===== src/design/cpu_dec_pkg.sv =====
// package: opcodes, field layout, flag positions and reset values for the decoder
package cpu_dec_pkg;
    // --------------------------------------------------------------
    // opcode prefixes
    // --------------------------------------------------------------
    localparam logic [5:0] OP6_DEC_SKIP_Z = 6'h0b;    // 0010 11
    localparam logic [5:0] OP6_DEC_SKIP_NZ = 6'h13;   // 0100 11
    localparam logic [5:0] OP6_INC_FILE = 6'h0a;      // 0010 10
    localparam logic [5:0] OP6_INC_SKIP_Z = 6'h0f;    // 0011 11
    localparam logic [5:0] OP6_INC_SKIP_NZ = 6'h12;   // 0100 10
    localparam logic [5:0] OP6_OR_FILE = 6'h04;       // 0001 00
    localparam logic [5:0] OP6_MOVE_FILE = 6'h14;     // 0101 00
    localparam logic [7:0] OP8_OR_LIT = 8'h09;        // 0000 1001
    localparam logic [7:0] OP8_BRANCH = 8'hef;        // 1110 1111
    localparam logic [9:0] OP10_LOAD_PTR = 10'h3b8;   // 1110 1110 00
    localparam logic [3:0] OP4_SECOND = 4'hf;         // second word prefix
    localparam logic [7:0] OP8_PTR_SECOND = 8'hf0;    // pointer-load second word
    // --------------------------------------------------------------
    // field positions
    // --------------------------------------------------------------
    localparam int BIT_DEST = 9;
    localparam int BIT_ACCESS = 8;
    localparam int FLAG_C = 0;
    localparam int FLAG_DC = 1;
    localparam int FLAG_Z = 2;
    localparam int FLAG_OV = 3;
    localparam int FLAG_N = 4;
    localparam logic [3:0] ACCESS_BANK = 4'h0;        // fixed bank for a=0
    localparam logic [7:0] ACCESS_SPLIT = 8'h60;      // addresses below 8'h60 in bank 0, rest in bank f
    localparam logic [3:0] ACCESS_HIGH_BANK = 4'hf;
    localparam logic [20:0] RESET_PC = 21'h000000;
    localparam logic [7:0] RESET_BYTE = 8'h00;
    localparam int NUM_PTRS = 3;
    // --------------------------------------------------------------
    // carrier types
    // --------------------------------------------------------------
    typedef struct packed {
        logic [11:0] addr;  // full data address
        logic [7:0] data;   // byte written
        logic en;           // write strobe
    } file_wr_t;
    typedef struct packed {
        logic [4:0] flags;  // n ov z dc c
        logic [7:0] acc;    // working register
    } core_state_t;
endpackage

===== src/design/cpu_dec_alu.sv =====
// result unit: increment, decrement, or and move with flag results
module cpu_dec_alu (
    // operands
    input wire logic [1:0] i_op,
    input wire logic [7:0] i_a,
    input wire logic [7:0] i_acc,
    // result
    output logic [7:0] o_res,
    output logic [4:0] o_flags
);
    logic [8:0] sum; // nine bits to keep carry
    logic [4:0] nib; // digit carry tap
    logic [7:0] rhs; // addend
    // ----------------------------------------------------------
    // combinational result, op 0 inc 1 dec 2 or 3 move
    // ----------------------------------------------------------
    always_comb
    begin
        rhs = (i_op == 2'h1) ? 8'hff : 8'h01;
        sum = {1'b0, i_a} + {1'b0, rhs};
        nib = {1'b0, i_a[3:0]} + {1'b0, rhs[3:0]};
        case (i_op)
            2'h0, 2'h1: o_res = sum[7:0];
            2'h2: o_res = i_a | i_acc;
            default: o_res = i_a;
        endcase
        o_flags[cpu_dec_pkg::FLAG_C] = sum[8];
        o_flags[cpu_dec_pkg::FLAG_DC] = nib[4];
        o_flags[cpu_dec_pkg::FLAG_Z] = (o_res == 8'h00);
        o_flags[cpu_dec_pkg::FLAG_N] = o_res[7];
        // overflow: same-sign operands giving other sign
        o_flags[cpu_dec_pkg::FLAG_OV] = (i_a[7] == rhs[7]) && (sum[7] != i_a[7]);
    end
endmodule


===== src/design/cpu_dec_core.sv =====
// instruction executor for the inc/dec-skip, branch, or, pointer and move group
// Notes on behaviour
// - dec skip-if-zero, flags untouched
// - dec skip-if-nonzero on nonzero result
// - dest bit picks acc or file
// - access bit zero uses fixed bank
// - skip costs one or two cycles
// - skipped word becomes write-free no-op
// - branch literal loads pc bits 20:1
// - branch takes two cycles, second idle
// - branch two words, low then high
// - or literal into acc, n z
// - or file reg, routed, n z
// - pointer load high then low byte
module cpu_dec_core (
    // clock and reset
    input wire logic i_clk,
    input wire logic i_rst,
    // instruction stream, one word per instruction cycle
    input wire logic i_instr_valid,
    input wire logic [15:0] i_instr,
    // file register read data for the current address
    input wire logic [7:0] i_file_rdata,
    // bank select register from the register file
    input wire logic [3:0] i_bank_select_reg,
    // data address for the file read
    output logic [11:0] o_file_raddr,
    // file write port
    output cpu_dec_pkg::file_wr_t o_file_wr,
    // architectural state
    output cpu_dec_pkg::core_state_t o_state,
    output logic [20:0] o_pc,
    output logic [11:0] o_indirect_pointer_reg [cpu_dec_pkg::NUM_PTRS],
    // status
    output logic o_discard,
    output logic o_illegal
);
    // ----------------------------------------------------------
    // state
    // ----------------------------------------------------------
    typedef enum {ST_EXEC, ST_SKIP, ST_SKIP2, ST_BR_HI, ST_PTR_LO} phase_t;
    phase_t phase_ff; // what the next word means
    phase_t nxt_phase;
    logic [7:0] acc_ff; // working register
    logic [4:0] flags_ff; // status flags
    logic [20:0] pc_ff; // program counter, byte address
    logic [7:0] lit_lo_ff; // branch low literal held for word two
    logic [1:0] ptr_sel_ff; // pointer chosen in word one
    logic [11:0] ptr_ff [cpu_dec_pkg::NUM_PTRS]; // indirect pointers
    cpu_dec_pkg::file_wr_t wr_ff; // registered write
    logic discard_ff; // this cycle was thrown away
    logic illegal_ff; // word not of this group
    // decode
    logic [5:0] op6;
    logic is_dz, is_dnz, is_inc, is_iz, is_inz, is_orf, is_mov, is_orl, is_br, is_lp;
    logic file_op; // read-modify-write class
    logic [1:0] alu_op;
    logic [7:0] res;
    logic [4:0] alu_flags;
    logic skip_taken;
    logic second_word; // this word opens a two-word form
    // ----------------------------------------------------------
    // decoding helpers
    // ----------------------------------------------------------
    // branch and pointer load each drag a tail word behind them
    function automatic logic opens_pair(input logic [15:0] w);
        return (w[15:8] == cpu_dec_pkg::OP8_BRANCH) || (w[15:6] == cpu_dec_pkg::OP10_LOAD_PTR);
    endfunction
    // bank choice for an 8-bit file operand
    function automatic logic [11:0] file_addr(input logic [15:0] w, input logic [3:0] bank_select_reg);
        logic [3:0] bank;
        bank = bank_select_reg;
        if (!w[cpu_dec_pkg::BIT_ACCESS])
            bank = (w[7:0] < cpu_dec_pkg::ACCESS_SPLIT) ? cpu_dec_pkg::ACCESS_BANK
                                                         : cpu_dec_pkg::ACCESS_HIGH_BANK;
        return {bank, w[7:0]};
    endfunction
    assign op6 = i_instr[15:10];
    assign is_dz = (op6 == cpu_dec_pkg::OP6_DEC_SKIP_Z);
    assign is_dnz = (op6 == cpu_dec_pkg::OP6_DEC_SKIP_NZ);
    assign is_inc = (op6 == cpu_dec_pkg::OP6_INC_FILE);
    assign is_iz = (op6 == cpu_dec_pkg::OP6_INC_SKIP_Z);
    assign is_inz = (op6 == cpu_dec_pkg::OP6_INC_SKIP_NZ);
    assign is_orf = (op6 == cpu_dec_pkg::OP6_OR_FILE);
    assign is_mov = (op6 == cpu_dec_pkg::OP6_MOVE_FILE);
    assign is_orl = (i_instr[15:8] == cpu_dec_pkg::OP8_OR_LIT);
    assign is_br = (i_instr[15:8] == cpu_dec_pkg::OP8_BRANCH);
    assign is_lp = (i_instr[15:6] == cpu_dec_pkg::OP10_LOAD_PTR);
    assign file_op = is_dz | is_dnz | is_inc | is_iz | is_inz | is_orf | is_mov;
    assign o_file_raddr = file_addr(i_instr, i_bank_select_reg);
    assign second_word = opens_pair(i_instr);
    // ----------------------------------------------------------
    // result unit
    // ----------------------------------------------------------
    always_comb
    begin
        if (is_dz || is_dnz)
            alu_op = 2'h1;
        else if (is_orf || is_orl)
            alu_op = 2'h2;
        else if (is_mov)
            alu_op = 2'h3;
        else
            alu_op = 2'h0;
    end
    cpu_dec_alu cpu_dec_alu_inst (
        .i_op(alu_op),
        .i_a(is_orl ? i_instr[7:0] : i_file_rdata),
        .i_acc(acc_ff),
        .o_res(res),
        .o_flags(alu_flags)
    );
    assign skip_taken = ((is_dz | is_iz) & (res == 8'h00))
                      | ((is_dnz | is_inz) & (res != 8'h00));
    // ----------------------------------------------------------
    // phase sequencing
    // ----------------------------------------------------------
    always_comb
    begin
        nxt_phase = phase_ff;
        if (i_instr_valid)
        begin
            case (phase_ff)
                ST_EXEC:
                begin
                    if (skip_taken)
                        nxt_phase = ST_SKIP;
                    else if (is_br)
                        nxt_phase = ST_BR_HI;
                    else if (is_lp)
                        nxt_phase = ST_PTR_LO;
                end
                // two-word victim costs one more cycle
                ST_SKIP: nxt_phase = second_word ? ST_SKIP2 : ST_EXEC;
                ST_SKIP2: nxt_phase = ST_EXEC;
                ST_BR_HI: nxt_phase = ST_EXEC;
                ST_PTR_LO: nxt_phase = ST_EXEC;
                default: nxt_phase = ST_EXEC;
            endcase
        end
    end
    always_ff @(posedge i_clk)
    begin
        if (i_rst)
            phase_ff <= ST_EXEC;
        else
            phase_ff <= nxt_phase;
    end
    // ----------------------------------------------------------
    // working register and flags
    // ----------------------------------------------------------
    always_ff @(posedge i_clk)
    begin
        if (i_rst)
        begin
            acc_ff <= cpu_dec_pkg::RESET_BYTE;
            flags_ff <= 5'h00;
        end
        else if (i_instr_valid && phase_ff == ST_EXEC)
        begin
            if (is_orl)
                acc_ff <= res;
            else if (file_op && !i_instr[cpu_dec_pkg::BIT_DEST])
                acc_ff <= res;
            // or and move set n and z only
            if (is_orl || is_orf || is_mov)
            begin
                flags_ff[cpu_dec_pkg::FLAG_N] <= alu_flags[cpu_dec_pkg::FLAG_N];
                flags_ff[cpu_dec_pkg::FLAG_Z] <= alu_flags[cpu_dec_pkg::FLAG_Z];
            end
            else if (is_inc)
                flags_ff <= alu_flags;
            // skip forms leave flags as they were
        end
    end
    // ----------------------------------------------------------
    // file write port, registered so the write lands after the read
    // ----------------------------------------------------------
    always_ff @(posedge i_clk)
    begin
        if (i_rst)
            wr_ff <= '0;
        else
        begin
            wr_ff.addr <= o_file_raddr;
            wr_ff.data <= res;
            // dest one writes back to file
            wr_ff.en <= i_instr_valid && phase_ff == ST_EXEC && file_op
                        && i_instr[cpu_dec_pkg::BIT_DEST];
        end
    end
    // ----------------------------------------------------------
    // program counter and branch literal
    // ----------------------------------------------------------
    always_ff @(posedge i_clk)
    begin
        if (i_rst)
        begin
            pc_ff <= cpu_dec_pkg::RESET_PC;
            lit_lo_ff <= cpu_dec_pkg::RESET_BYTE;
        end
        else if (i_instr_valid)
        begin
            if (phase_ff == ST_EXEC && is_br)
                lit_lo_ff <= i_instr[7:0];
            if (phase_ff == ST_BR_HI)
                pc_ff <= {i_instr[11:0], lit_lo_ff, 1'b0};
            else
                pc_ff <= pc_ff + 21'h000002;
        end
    end
    // ----------------------------------------------------------
    // indirect pointers
    // ----------------------------------------------------------
    always_ff @(posedge i_clk)
    begin
        if (i_rst)
        begin
            ptr_sel_ff <= 2'h0;
            for (int i = 0; i < cpu_dec_pkg::NUM_PTRS; i++)
                ptr_ff[i] <= 12'h000;
        end
        else if (i_instr_valid)
        begin
            if (phase_ff == ST_EXEC && is_lp)
            begin
                // select three names no pointer; keep it so its tail is dropped too
                ptr_sel_ff <= i_instr[5:4];
                if (i_instr[5:4] != 2'h3)
                    ptr_ff[i_instr[5:4]][11:8] <= i_instr[3:0];
            end
            if (phase_ff == ST_PTR_LO && ptr_sel_ff != 2'h3)
                ptr_ff[ptr_sel_ff][7:0] <= i_instr[7:0];
        end
    end
    // ----------------------------------------------------------
    // status outputs
    // ----------------------------------------------------------
    always_ff @(posedge i_clk)
    begin
        if (i_rst)
        begin
            discard_ff <= 1'b0;
            illegal_ff <= 1'b0;
        end
        else
        begin
            // skipped and branch-second cycles are idle
            discard_ff <= i_instr_valid && (phase_ff == ST_SKIP || phase_ff == ST_SKIP2
                                            || phase_ff == ST_BR_HI);
            // words outside this group are flagged, not executed
            illegal_ff <= i_instr_valid && phase_ff == ST_EXEC && !file_op && !is_orl
                          && !is_br && !is_lp;
        end
    end
    assign o_file_wr = wr_ff;
    assign o_state = '{flags: flags_ff, acc: acc_ff};
    assign o_pc = pc_ff;
    assign o_indirect_pointer_reg = ptr_ff;
    assign o_discard = discard_ff;
    assign o_illegal = illegal_ff;
endmodule


===== config.mk =====
export PLATFORM = sky130hd
export DESIGN_NAME = cpu_dec_core
export DESIGN_NICKNAME = d
export VERILOG_FILES = /design/src/design/cpu_dec_pkg.sv /design/src/design/cpu_dec_alu.sv /design/src/design/cpu_dec_core.sv
export SDC_FILE = /design/constraint.sdc
export NUM_CORES = 1
export LEC_CHECK = 0
export BUFFER_PORTS_ARGS = -buffer_cell sky130_fd_sc_hd__buf_2
export CAP_MARGIN = 40
export CORE_UTILIZATION = 35
export CTS_CLUSTER_DIAMETER = 80
export DETAILED_ROUTE_END_ITERATION = 8
export PLACE_DENSITY = 0.53
export SETUP_SLACK_MARGIN = 0.02
export SLEW_MARGIN = 20
export SYNTH_ARGS = -nofsm -noshare
export SYNTH_HDL_FRONTEND = slang
export SYNTH_HIERARCHICAL = 1
export SYNTH_SLANG_ARGS = --single-unit

===== constraint.sdc =====
create_clock -name i_clk -period 4.54 [get_ports i_clk]
set_clock_uncertainty 0.15 [all_clocks]
set_input_delay 0.454 -clock i_clk [delete_from_list [all_inputs] [get_ports i_clk]]
set_output_delay 0.454 -clock i_clk [all_outputs]
set_load 0.02 [all_outputs]

# Yosys cells after proc, flatten, opt, wreduce, memory -nomap -nowiden
# Index checks and enable logic that the tools add are counted.
[word_totals] register_bits=135 input_bits=31
[classes] reduce_logical=40 n_lt_le_gt_ge=5 n_addsub=3 n_eq_ne=22 n_mux=30 bitwise_logic=15
[ops] operator="$mux 36" n=5
[ops] operator="$mux 32" n=3
[ops] operator="$bwmux 36" n=2
[ops] operator="$eq 32x3->1 const B" n=2
[ops] operator="$logic_not 32->1" n=2
[ops] operator="$pmux 32 s2" n=1
[ops] operator="$demux 12 s2" n=2
[ops] operator="$mux 8" n=5
[ops] operator="$eq 32x1->1 const B" n=1
[ops] operator="$eq 32x2->1 const B" n=1
[ops] operator="$eq 32x4->1 const B" n=1
[ops] operator="$add 21x2->21 const B" n=1
[ops] operator="$mux 21" n=1
[ops] operator="$eq 6x4->1 const B" n=3
[ops] operator="$eq 6x5->1 const B" n=3
[ops] operator="$pmux 8 s2" n=1
[ops] operator="$logic_and 1x1->1" n=15
[ops] operator="$mux 12" n=1
[ops] operator="$eq 10x10->1 const B" n=1
[ops] operator="$reduce_and 2->1" n=5
[ops] operator="$add 8x8->9" n=1
[ops] operator="$or 1x1->1" n=9
[ops] operator="$eq 8x4->1 const B" n=1
[ops] operator="$eq 8x8->1 const B" n=1
[ops] operator="27 further kinds" n=47

# Longest topological paths before layout
# Gate-level depths: netlist (run 1).
[logic_depth] word_depth=13 ltp_mapped=17

# Cells and area by module
# The synthesis (run 1) kept the hierarchy.
[by_module_without_submodules] module="cpu_dec_core" area_per_inst_um2=4913.5 instances=1 cells_each=550 seq_area_each_um2=2102.0
[by_module_without_submodules] module="cpu_dec_alu" area_per_inst_um2=596.8 instances=1 cells_each=90 seq_area_each_um2=0.0

# Worst setup path before layout (run 1)
# OpenSTA, ideal clock, no wires.
[synth_timing] path_type="input to register" from="input port i_instr[10]" to="register phase_ff[0]" t_arrival_ns=3.881 path_buffers=2 setup_ns=0.130 cell_stages=15 t_required_ns=4.260 slack_ns=0.378 cell_sequence="clkbuf_1 -> or4b_2 -> o21ai_0 -> nand2b_1 -> clkbuf_1 -> xnor2_1 -> ha_1 -> nand3_1 -> o311a_1 -> a21oi_1 -> o221ai_1 -> nor4_1 -> o211ai_1 -> a21oi_1 -> o32ai_1"
[synth_via] elab_chain_cells=13 word_cells_on_any_way=35 cone_classes="1 x add/sub; 12 x eq/ne; 9 x mux; 6 x bitwise; 7 x reduce/logical"
[synth_lines] item="start, declared" line_no="cpu_dec_core.sv:21" rtl="input wire logic [15:0] i_instr,"
[synth_lines] item="$eq 6x5->1 (tied with other cells)" line_no="cpu_dec_core.sv:85" rtl="assign is_mov = (op6 == cpu_dec_pkg::OP6_MOVE_FILE);"
[synth_lines] item="$mux 2 or $logic_or 1x1->1 (tied branches)" line_no="cpu_dec_core.sv:101, cpu_dec_core.sv:99"
[synth_lines] item="$mux 2" line_no="cpu_dec_core.sv:99" rtl="else if (is_orf || is_orl)"
[synth_lines] item="$mux 2 *" line_no="cpu_dec_core.sv:97" rtl="if (is_dz || is_dnz)"
[synth_lines] item="via alu_op[1]" line_no="cpu_dec_core.sv:57" rtl="logic [1:0] alu_op;"
[synth_lines] item="$eq 2x1->1" line_no="cpu_dec_alu.sv:19, cpu_dec_alu.sv:22"
[synth_lines] item="$mux 8" line_no="cpu_dec_alu.sv:19" rtl="rhs = (i_op == 2'h1) ? 8'hff : 8'h01;"
[synth_lines] item="$add 8x8->9" line_no="cpu_dec_alu.sv:20" rtl="sum = {1'b0, i_a} + {1'b0, rhs};"
[synth_lines] item="$pmux 8 s2 *" line_no="cpu_dec_alu.sv:22" rtl="case (i_op)"
[synth_lines] item="via res[6]" line_no="cpu_dec_core.sv:58" rtl="logic [7:0] res;"
[synth_lines] item="$logic_not 8->1 or $reduce_bool 8->1 (tied branches)" line_no="cpu_dec_core.sv:113, cpu_dec_core.sv:114"
[synth_lines] item="$and 1x1->1, on equally long branches" line_no="cpu_dec_core.sv:113, cpu_dec_core.sv:114"
[synth_lines] item="$or 1x1->1 *" line_no="cpu_dec_core.sv:114" rtl="| ((is_dnz | is_inz) & (res != 8'h00));"
[synth_lines] item="$ne 4x4->1 (no source line) or $mux 32 (tied branches)"
[synth_lines] item="$reduce_and 2->1 (no source line) or $pmux 32 s2 (tied branches)"
[synth_lines] item="end signal, assigned" line_no="cpu_dec_core.sv:147" rtl="phase_ff <= nxt_phase;"
[synth_lines] item="end, declared" line_no="cpu_dec_core.sv:42" rtl="phase_t phase_ff;"
# Mark *: on every way through the listed nets, which the timed path passes. The rest lies on a longest branch.
# A chain may end at the register's enable or synchronous reset.

# Worst setup path in the final report (run 1)
[layout_timing] from="input port i_instr[11]" to="register phase_ff[0]"
[layout_via] elab_chain_cells=13 word_cells_on_any_way=35 cone_classes="1 x add/sub; 12 x eq/ne; 9 x mux; 6 x bitwise; 7 x reduce/logical"
[layout_lines] item="$eq 6x5->1 (tied with other cells)" line_no="cpu_dec_core.sv:85"
[layout_lines] item="$mux 2 or $logic_or 1x1->1 (tied branches)" line_no="cpu_dec_core.sv:101, cpu_dec_core.sv:99"
[layout_lines] item="$mux 2" line_no="cpu_dec_core.sv:99"
[layout_lines] item="$mux 2" line_no="cpu_dec_core.sv:97"
[layout_lines] item="$eq 2x1->1" line_no="cpu_dec_alu.sv:19, cpu_dec_alu.sv:22"
[layout_lines] item="$mux 8" line_no="cpu_dec_alu.sv:19"
[layout_lines] item="$add 8x8->9" line_no="cpu_dec_alu.sv:20"
[layout_lines] item="$pmux 8 s2 *" line_no="cpu_dec_alu.sv:22"
[layout_lines] item="via alu_flags[4]" line_no="cpu_dec_core.sv:59" rtl="logic [4:0] alu_flags;"
[layout_lines] item="$logic_not 8->1 or $reduce_bool 8->1 (tied branches)" line_no="cpu_dec_core.sv:113, cpu_dec_core.sv:114"
[layout_lines] item="$and 1x1->1, on equally long branches" line_no="cpu_dec_core.sv:113, cpu_dec_core.sv:114"
[layout_lines] item="$or 1x1->1 *" line_no="cpu_dec_core.sv:114"
[layout_lines] item="$ne 4x4->1 (no source line) or $mux 32 (tied branches)"
[layout_lines] item="$reduce_and 2->1 (no source line) or $pmux 32 s2 (tied branches)"
# Marks and branches as above.

==> results of run 1 <==
==> where the power goes <==
part	switching [uW]	internal, uW
registers	14.9	942
clock network	376	380
logic	167	84.8
==> logic make-up after synthesis <==
kind of cell | count (synthesis) | share of synthesized area, %
other | 1 | 0.0681
AND/OR/NAND/NOR | 250 | 26.4
flip-flops | 105 | 38.1
buffers and inverters | 91 | 7.29
XOR/XNOR | 5 | 0.795
AO/OA/AOI/OAI | 124 | 15.4
multiplexers | 61 | 11.3
adder cells (fa/ha/maj) | 3 | 0.681
==> metrics by stage <==
step / worst slack, ns / util, %
3_5_place_dp: 0.378 / 41.1
6_report: 0.746 / 43.1
2_1_floorplan: 0.378 / -
4_1_cts: 0.735 / 42.9
3_3_place_gp: 0.447 / 40.9
5_1_grt: 0.466 / 43.1
==> final cells by class <==
type / instances / area [sq um] / share of cell area (%)
Timing Repair Buffer: 148 / 803 / 12.2
Inverter: 31 / 116 / 1.77
Multi-Input combinational cell: 444 / 3010 / 45.8
Sequential cell: 105 / 2100 / 31.9
Antenna cell: 2 / 5.00 / 0.0760
Clock inverter: 6 / 48.8 / 0.741
Clock buffer: 10 / 229 / 3.48
Tap cell: 211 / 264 / 4.01
==> cell usage in the layout (no fill, tap or decap), drive strengths merged, types with 3 or more instances in the layout <==
cell,netlist,final
buf,24,148
dfxtp,105,105
nor2,64,64
mux2i,53,53
a21oi,34,34
inv,30,33
nand2b,29,29
nand2,24,24
nor2b,21,21
o21ai,19,19
nand4,19,19
o211ai,17,17
nor3,13,13
nor4,11,11
or3,10,10
clkbuf,36,10
nand3,9,9
o311ai,8,8
mux2,8,8
nor3b,7,7
and3,6,6
or4,6,6
a31oi,6,6
and2,6,6
nand3b,5,5
o221ai,5,5
nand4b,4,4
a211oi,4,4
or4b,3,3
and4,3,3
o32ai,3,3
o31ai,3,3
ha,3,3
xor2,3,3
==> routing by layer <==
layer  wire length, um  up-vias  global-route usage [%]
met5                11        -                       0
met4               176        2                    5.88
met3               990       14                    5.07
met2              7680      142                    32.5
met1              7610     2455                    27.2
li1                  -     2506                       -
==> final timing paths <==
| path | start | endpoint | cells past startpoint |
|---|---|---|---|
| min reg2reg | lit_lo_ff[1]$_SDFFE_PP0P_ | o_pc[2]$_SDFFE_PP0P_ | 2 |
| min | i_rst | flags_ff[1]$_SDFFE_PP0P_ | 2 |
| max reg2reg | o_pc[1]$_SDFFE_PP0P_ | o_pc[17]$_SDFFE_PP0P_ | 5 |
| max | i_instr[11] | phase_ff[0]$_SDFFE_PP0P_ | 12 |
==> worst max-delay path: stages <==
cell	delay, ns
buf_2	0.20
nor3b_1	0.29
nand4_1	0.29
buf_4	0.27
mux2_2	0.38
or4_1	0.58
o2111a_1	0.28
nor4_2	0.49
nor4_1	0.16
a32o_1	0.24
a21oi_1	0.15
o32ai_1	0.08
==> metrics, run 1 <==
initial antenna violation count 3; RePlAce Congestion 0.827; die width 127 um; crit path DAT 3.87 ns; Period Utilization, post-route 83.6%; Non-Filler Instances 957; dominant cell type by area after synthesis dfxtp_1; Setup crit end kind register; synth unique cells 74; max reg flops 36; syn_nets 674; status finished clean; Worst EP required 4.61 ns; RSZ-0062 raised after global routing no; top-level I/O count 136; Root Buffer clkbuf_16; vias post-DR 5119; Die Y 127 um; Max clock buf depth 2; Die Area 16200 sq um; synth-to-layout area growth 19.4%; Power, Total 1960 uW; PortBufs 134; Nets 773; Critical Path Start Type primary input; EDFF count, synth 0; Post CTS Setup Buffer Count 0; CP max FO 14; dpl cell area 6270 sq um; setup slack, reg-to-reg 2.17 ns; routed len/inst 17.2 um; first-pass GRT wire length 25900 um; PwrDens 299 nW/um^2; fmax 0.264 GHz; Max Cap Violations 0; cts repair resizes 0; CORE AREA 15300 sq um; Leak 0.00292 uW; Slew @ Worst Pin 0.736 ns; largest cells by area after synthesis dfxtp_1 (38%), mux2i_1 (9.6%), nor2_1 (4.4%); hold crit path type in2reg; most frequent cell after synthesis dfxtp_1; cell area after layout 6580 sq um; asr flop ratio synth 0%; post-DP HPWL 11700 um; Slew HR 50.9%; layout cells sized above 1 25.1%; vias in the first global route 4738; CTS tree built; latest clock arrival within the worst-skew pair 0.35 ns; Fin Setup TNS 0 ns; drt first-iter violations 355; Fin Hold WS 0.193 ns; Fin. Hold Viols 0; Main synth FF type dfxtp_1; Starting Density 36.1%; Seq/Total Area, Yosys 38.1%; Post-Route WL 16500 um; register bit total from synthesis 105; Mapped Avg Cell Area 8.61 sq um; Rows 45; Synth top area share 38.1%; largest net degree at the start of global routing 92; TritonRoute pass-1 iters 4; vias per cell 5.35; placed cell count 938; Hold Buf Count CTS 0; Commonest cells post-synth dfxtp_1 (105), nor2_1 (64), mux2i_1 (53); htree depth 3; TritonCTS Buffers 9; Reg clk slew, reported paths 0.08 ns; grt ovf 0; # setup viols final 0; Fill cells 1557; max-slew violations 0; total track usage 20.4%; crit path time final 3.79 ns; Mapped Cells 640; YS warnings 6; CTS Sinks 105; antenna viol nets, final 0; Crit Path Category in2reg; Peak supply drop 0.178 mV; DRC 0; Post-Syn Area 5510 sq um
Power figures use the tool's default switching activity.
==> run 2, diff against run 1 <==
--- a/config.mk
+++ b/config.mk
@@ -10,7 +10,7 @@
 export CORE_UTILIZATION = 35
 export CTS_CLUSTER_DIAMETER = 80
 export DETAILED_ROUTE_END_ITERATION = 8
-export PLACE_DENSITY = 0.53
+export PLACE_DENSITY = 0.55
 export SETUP_SLACK_MARGIN = 0.02
 export SLEW_MARGIN = 20
 export SYNTH_ARGS = -nofsm -noshare
==> constraint.sdc (replaced) <==
create_clock -name i_clk -period 3.2 [get_ports i_clk]
set_clock_uncertainty 0.15 [all_clocks]
set_input_delay 0.32 -clock i_clk [delete_from_list [all_inputs] [get_ports i_clk]]
set_output_delay 0.32 -clock i_clk [all_outputs]
set_load 0.02 [all_outputs]
==> run 2 against run 1 <==
Effect of this change:
- global-route usage up 1.0 points
- worst hold slack worse by 0.082 ns
- via count up 6.1%
- sequential power up 42%
- clock power up 55%
- final cell count up 5.2%
==> metrics, run 2 (synthesis results as in run 1) <==
# setup viols final 0; drt first-iter violations 399; Starting Density 36.1%; met2 wire length 8120 um; Root Buffer clkbuf_16; Peak supply drop 0.337 mV; vias in the first global route 4878; most frequent cells in the layout buf_2 (132), dfxtp_1 (105), nor2_1 (63); grt ovf 0; Fin. Hold Viols 0; status finished clean; dpl ws -0.398 ns; Max clock buf depth 2; CTS Sinks 105; htree depth 3; CTS tree built; Slew HR 49.4%; Critical Path Start Type primary input; DR WL met3 937 um; RSZ-0062 raised after global routing yes; Reg clk slew, reported paths 0.08 ns; CORE AREA 15300 sq um; Max Cap Violations 0; post-DP HPWL 13000 um; RePlAce Congestion 0.901; largest net degree at the start of global routing 51; latest clock arrival within the worst-skew pair 0.36 ns; crit path DAT 3.24 ns; PwrDens 415 nW/um^2; initial antenna violation count 1; DRC 0; fmax 0.323 GHz; die width 127 um; Setup crit end kind register; Leak 0.00322 uW; Crit path top cell by count nor4_4; Die Area 16200 sq um; TritonCTS Buffers 9; layout cells sized above 1 31.9%; Period Utilization, post-route 96.9%; met1 WL 8010 um; dpl cell area 6740 sq um; PortBufs 134; most common cell after layout, fill and taps aside buf_2; synth-to-layout area growth 29.5%; Top Layer Used met4; cell area after layout 7140 sq um; TritonRoute pass-1 iters 6; Slew @ Worst Pin 0.759 ns; Die Y 127 um; crit path time final 3.10 ns; Worst EP required 3.34 ns; antenna viol nets, final 0; Critical Path Max Stage Delay 0.58 ns; vias post-DR 5432; Nets 824; Rows 45; CP max FO 4; vias per cell 5.39; CP max-delay cell or4_4; top-level I/O count 136; routed len/inst 17.3 um; max-slew violations 0; hold crit path type in2reg; Post-Route WL 17400 um; Crit Path Category in2reg; total track usage 21.4%; max reg flops 36; cells along the critical path buf_6 > or4b_4 > o32a_1 > nor2_4 > nand2b_4 > xnor2_2 > ha_4 > nor4_4 > and2_1 > o221ai_2 > or4_4 > nor4_4 > nand2b_1 > mux2i_1; first-pass GRT wire length 27100 um; setup ws final 0.100 ns
run 2: cell count changes in the layout (fill, tap and decap cells not counted), sizes merged:
| cell | change |
|---|---|
| diode | -1 |
| clkinv | +2 |
| clkbuf | -1 |
| buf | +51 |
| bufinv | +1 |
| clkinvlp | -2 |
run 2: worst paths after layout:
| path | from | to | slack, ns | cells past startpoint |
|---|---|---|---|---|
| worst max-delay path | i_instr[10] | flags_ff[2]$_SDFFE_PP0P_ | 0.10 | 14 |
| worst min-delay path | i_instr_valid | phase_ff[0]$_SDFFE_PP0P_ | 0.11 | 2 |
| worst max register to register | o_pc[1]$_SDFFE_PP0P_ | o_pc[17]$_SDFFE_PP0P_ | 0.81 | 5 |
| worst min register to register | flags_ff[2]$_SDFFE_PP0P_ | flags_ff[2]$_SDFFE_PP0P_ | 0.33 | 2 |
run 2: per-layer routing:
| layer | GRT usage (%) | up-vias |
|---|---|---|
| met5 | 0 | - |
| met4 | 7.63 | 0 |
| met3 | 3.69 | 24 |
| met2 | 33.2 | 182 |
| met1 | 29.9 | 2626 |
| li1 | - | 2600 |
run 2: timing repair:
item | in CTS | in global routing
resized for setup | 1 | 14
pin swaps | 0 | 5
buffers inserted | 0 | 1
hold buffers | 0 | 0
cloned | 0 | 0
setup endpoints to repair | 2 | 4
run 2: cell type report:
class                           instances  area [sq um]
Antenna cell                            1          2.50
Clock buffer                            9           225
Clock inverter                          7          86.3
Fill cell                            1490          8120
Inverter                               31           116
Multi-Input combinational cell        444          3140
Sequential cell                       105          2100
Tap cell                              211           264
Timing Repair Buffer                  199          1190
run 2: power breakdown:
group / switching [uW] / internal, uW / total, uW
clock network: 549 / 623 / 1170
registers: 19.7 / 1340 / 1360
logic: 262 / 169 / 431
run 2: worst max-delay path, delay by kind of cell:
kind,cells,cell delay (ns)
XOR/XNOR,1,0.16
AO/OA/AOI/OAI,2,0.35
multiplexers,1,0.12
adder cells (fa/ha/maj),1,0.18
buffers and inverters,1,0.09
AND/OR/NAND/NOR,8,1.99
run 2: through the flow:
step | total power (uW) | instances | util, % | TNS [ns] | hold slack, ns
after floorplan | 1640 | 640 | - | -0.652 | 0.305
after global placement | 1800 | 986 | 43.9 | -1.73 | 0.311
after detailed placement | 1800 | 989 | 44.1 | -1.71 | 0.315
after CTS | 2970 | 1005 | 46.2 | 0 | 0.0981
after global routing | 3070 | 1006 | 46.7 | -0.0589 | 0.119
final | 2960 | 1007 | 46.8 | 0 | 0.110
==> run 3, diff against run 2 <==
--- a/config.mk
+++ b/config.mk
@@ -10,7 +10,7 @@
 export CORE_UTILIZATION = 35
 export CTS_CLUSTER_DIAMETER = 80
 export DETAILED_ROUTE_END_ITERATION = 8
-export PLACE_DENSITY = 0.55
+export PLACE_DENSITY_LB_ADDON = 0.3
 export SETUP_SLACK_MARGIN = 0.02
 export SLEW_MARGIN = 20
 export SYNTH_ARGS = -nofsm -noshare
==> run 3 against run 2 <==
Effect of this change:
- sequential power barely moved
- largest cell class unchanged
- setup slack improved by 0.019 ns
- routed wire length decreased by 5.4%
- final area up 0.54%
==> metrics, run 3 (synthesis results as in run 1) <==
latest clock arrival within the worst-skew pair 0.36 ns; Peak supply drop 0.256 mV; RePlAce Congestion 0.908; max reg flops 36; status finished clean; CP max FO 6; TritonCTS Buffers 9; Critical Path Start Type primary input; Rows 45; Hold Buf Count CTS 0; Root Buffer clkbuf_16; cells along the critical path buf_2 > nor3b_2 > nand4_1 > buf_6 > mux2_2 > or4_4 > o2111a_1 > nor4_4 > nor4_2 > buf_4 > a32o_1 > a21oi_1 > o32ai_1; Die Y 127 um; Die Area 16200 sq um; antenna viol nets, final 0; die width 127 um; htree depth 3; Fin Hold WS 0.178 ns; Starting Density 36.1%; PortBufs 134; vias post-DR 5300; # setup viols final 0; post-DP HPWL 11800 um; CTS Sinks 105; grt ovf 0; first-pass GRT wire length 25800 um; Worst EP required 3.27 ns; Util after Layout 47.0%; hold crit path type in2reg; CP max-delay cell or4_4; Reg clk slew, reported paths 0.07 ns; initial antenna violation count 0; fmax 0.325 GHz; Critical Path Max Stage Delay 0.57 ns; Fin. Hold Viols 0; Slew HR 52.5%; vias per cell 5.22; PwrDens 400 nW/um^2; Period Utilization, post-route 96.3%; Fill cells 1519; total track usage 20.2%; max-slew violations 0; crit path time final 3.08 ns; Max Cap Violations 0; routed len/inst 16.2 um; layout cells sized above 1 32.9%; drt first-iter violations 396; placed cell count 994; Fin Setup TNS 0 ns; CTS tree built; most frequent cells in the layout buf_2 (131), dfxtp_1 (105), buf_4 (71); Crit Path Category in2reg; CORE AREA 15300 sq um; Non-Filler Instances 1015; top-level I/O count 136; largest net degree at the start of global routing 74; Setup crit end kind register; vias in the first global route 4774; synth-to-layout area growth 30.2%; DRC 0; Nets 831; crit path DAT 3.15 ns; Leak 0.00324 uW; area occupied by multi-input gates 3170 sq um; Slew @ Worst Pin 0.712 ns; Register Area 2100 sq um; Post-Route WL 16500 um; most common cell after layout, fill and taps aside buf_2; TritonRoute pass-1 iters 4; Max clock buf depth 2
==> run 3: changes by cell type in the layout (fill, tap and decap cells not counted), sizes merged <==
cell | before | now
buf | 199 | 206
diode | 1 | 2
bufinv | 1 | 0
clkinv | 4 | 5
clkbuf | 9 | 10
inv | 33 | 32
==> run 3: critical path: cells and delay by family <==
family	cells	cell delay (ns)
mux	1	0.28
buf+inv	3	0.44
compound gates	4	0.71
simple gates	5	1.40
==> run 3: area by class of cell <==
type | instances | area share, %
Tap cell | 211 | 3.68
Clock inverter | 6 | 0.715
Inverter | 31 | 1.62
Timing Repair Buffer | 206 | 17.2
Antenna cell | 2 | 0.0698
Sequential cell | 105 | 29.3
Clock buffer | 10 | 3.19
Multi-Input combinational cell | 444 | 44.2
==> run 3: repair_timing <==
item,4_1_cts,5_1_grt
setup buffers,0,4
pin swaps,1,16
setup endpoints to repair,1,4
resized for setup,0,18
==> run 3: where the power goes <==
group          internal (uW)  switching (uW)  leakage (uW)  total, uW
Clock                    540             539      0.000139       1080
Sequential              1340            20.2      0.000853       1360
Combinational            174             259       0.00225        433
Total                   2050             818       0.00324       2870
==> run 3: path summary, 6_finish.rpt <==
path / depth (start not counted) / end / slack (ns) / start
setup / recovery: 13 / phase_ff[0]$_SDFFE_PP0P_ / 0.12 / i_instr[12]
hold / removal: 4 / o_file_wr[20]$_SDFF_PP0_ / 0.18 / i_bank_select_reg[3]
setup reg to reg: 5 / o_pc[17]$_SDFFE_PP0P_ / 0.87 / o_pc[1]$_SDFFE_PP0P_
hold reg to reg: 2 / o_indirect_pointer_reg[34]$_SDFFE_PP0P_ / 0.33 / o_indirect_pointer_reg[34]$_SDFFE_PP0P_
==> run 3: metal layers <==
metal  GRT usage (%)  vias up  wire (um)
li1                -     2615          -
met1            29.4     2522       8320
met2            30.0      151       7140
met3            4.10       12        805
met4            5.11        0        185
met5               0        -          0
==> run 3: through the flow <==
| step | worst slack [ns] | instance area, sq um | total power, uW |
|---|---|---|---|
| 3_3_place_gp | -0.313 | 6750 | 1800 |
| 6_report | 0.119 | 7170 | 2870 |
| 3_5_place_dp | -0.350 | 6760 | 1800 |
| 5_1_grt | -0.00929 | 7170 | 2980 |
| 2_1_floorplan | -0.288 | 5620 | 1640 |
| 4_1_cts | 0.0201 | 7040 | 2870 |
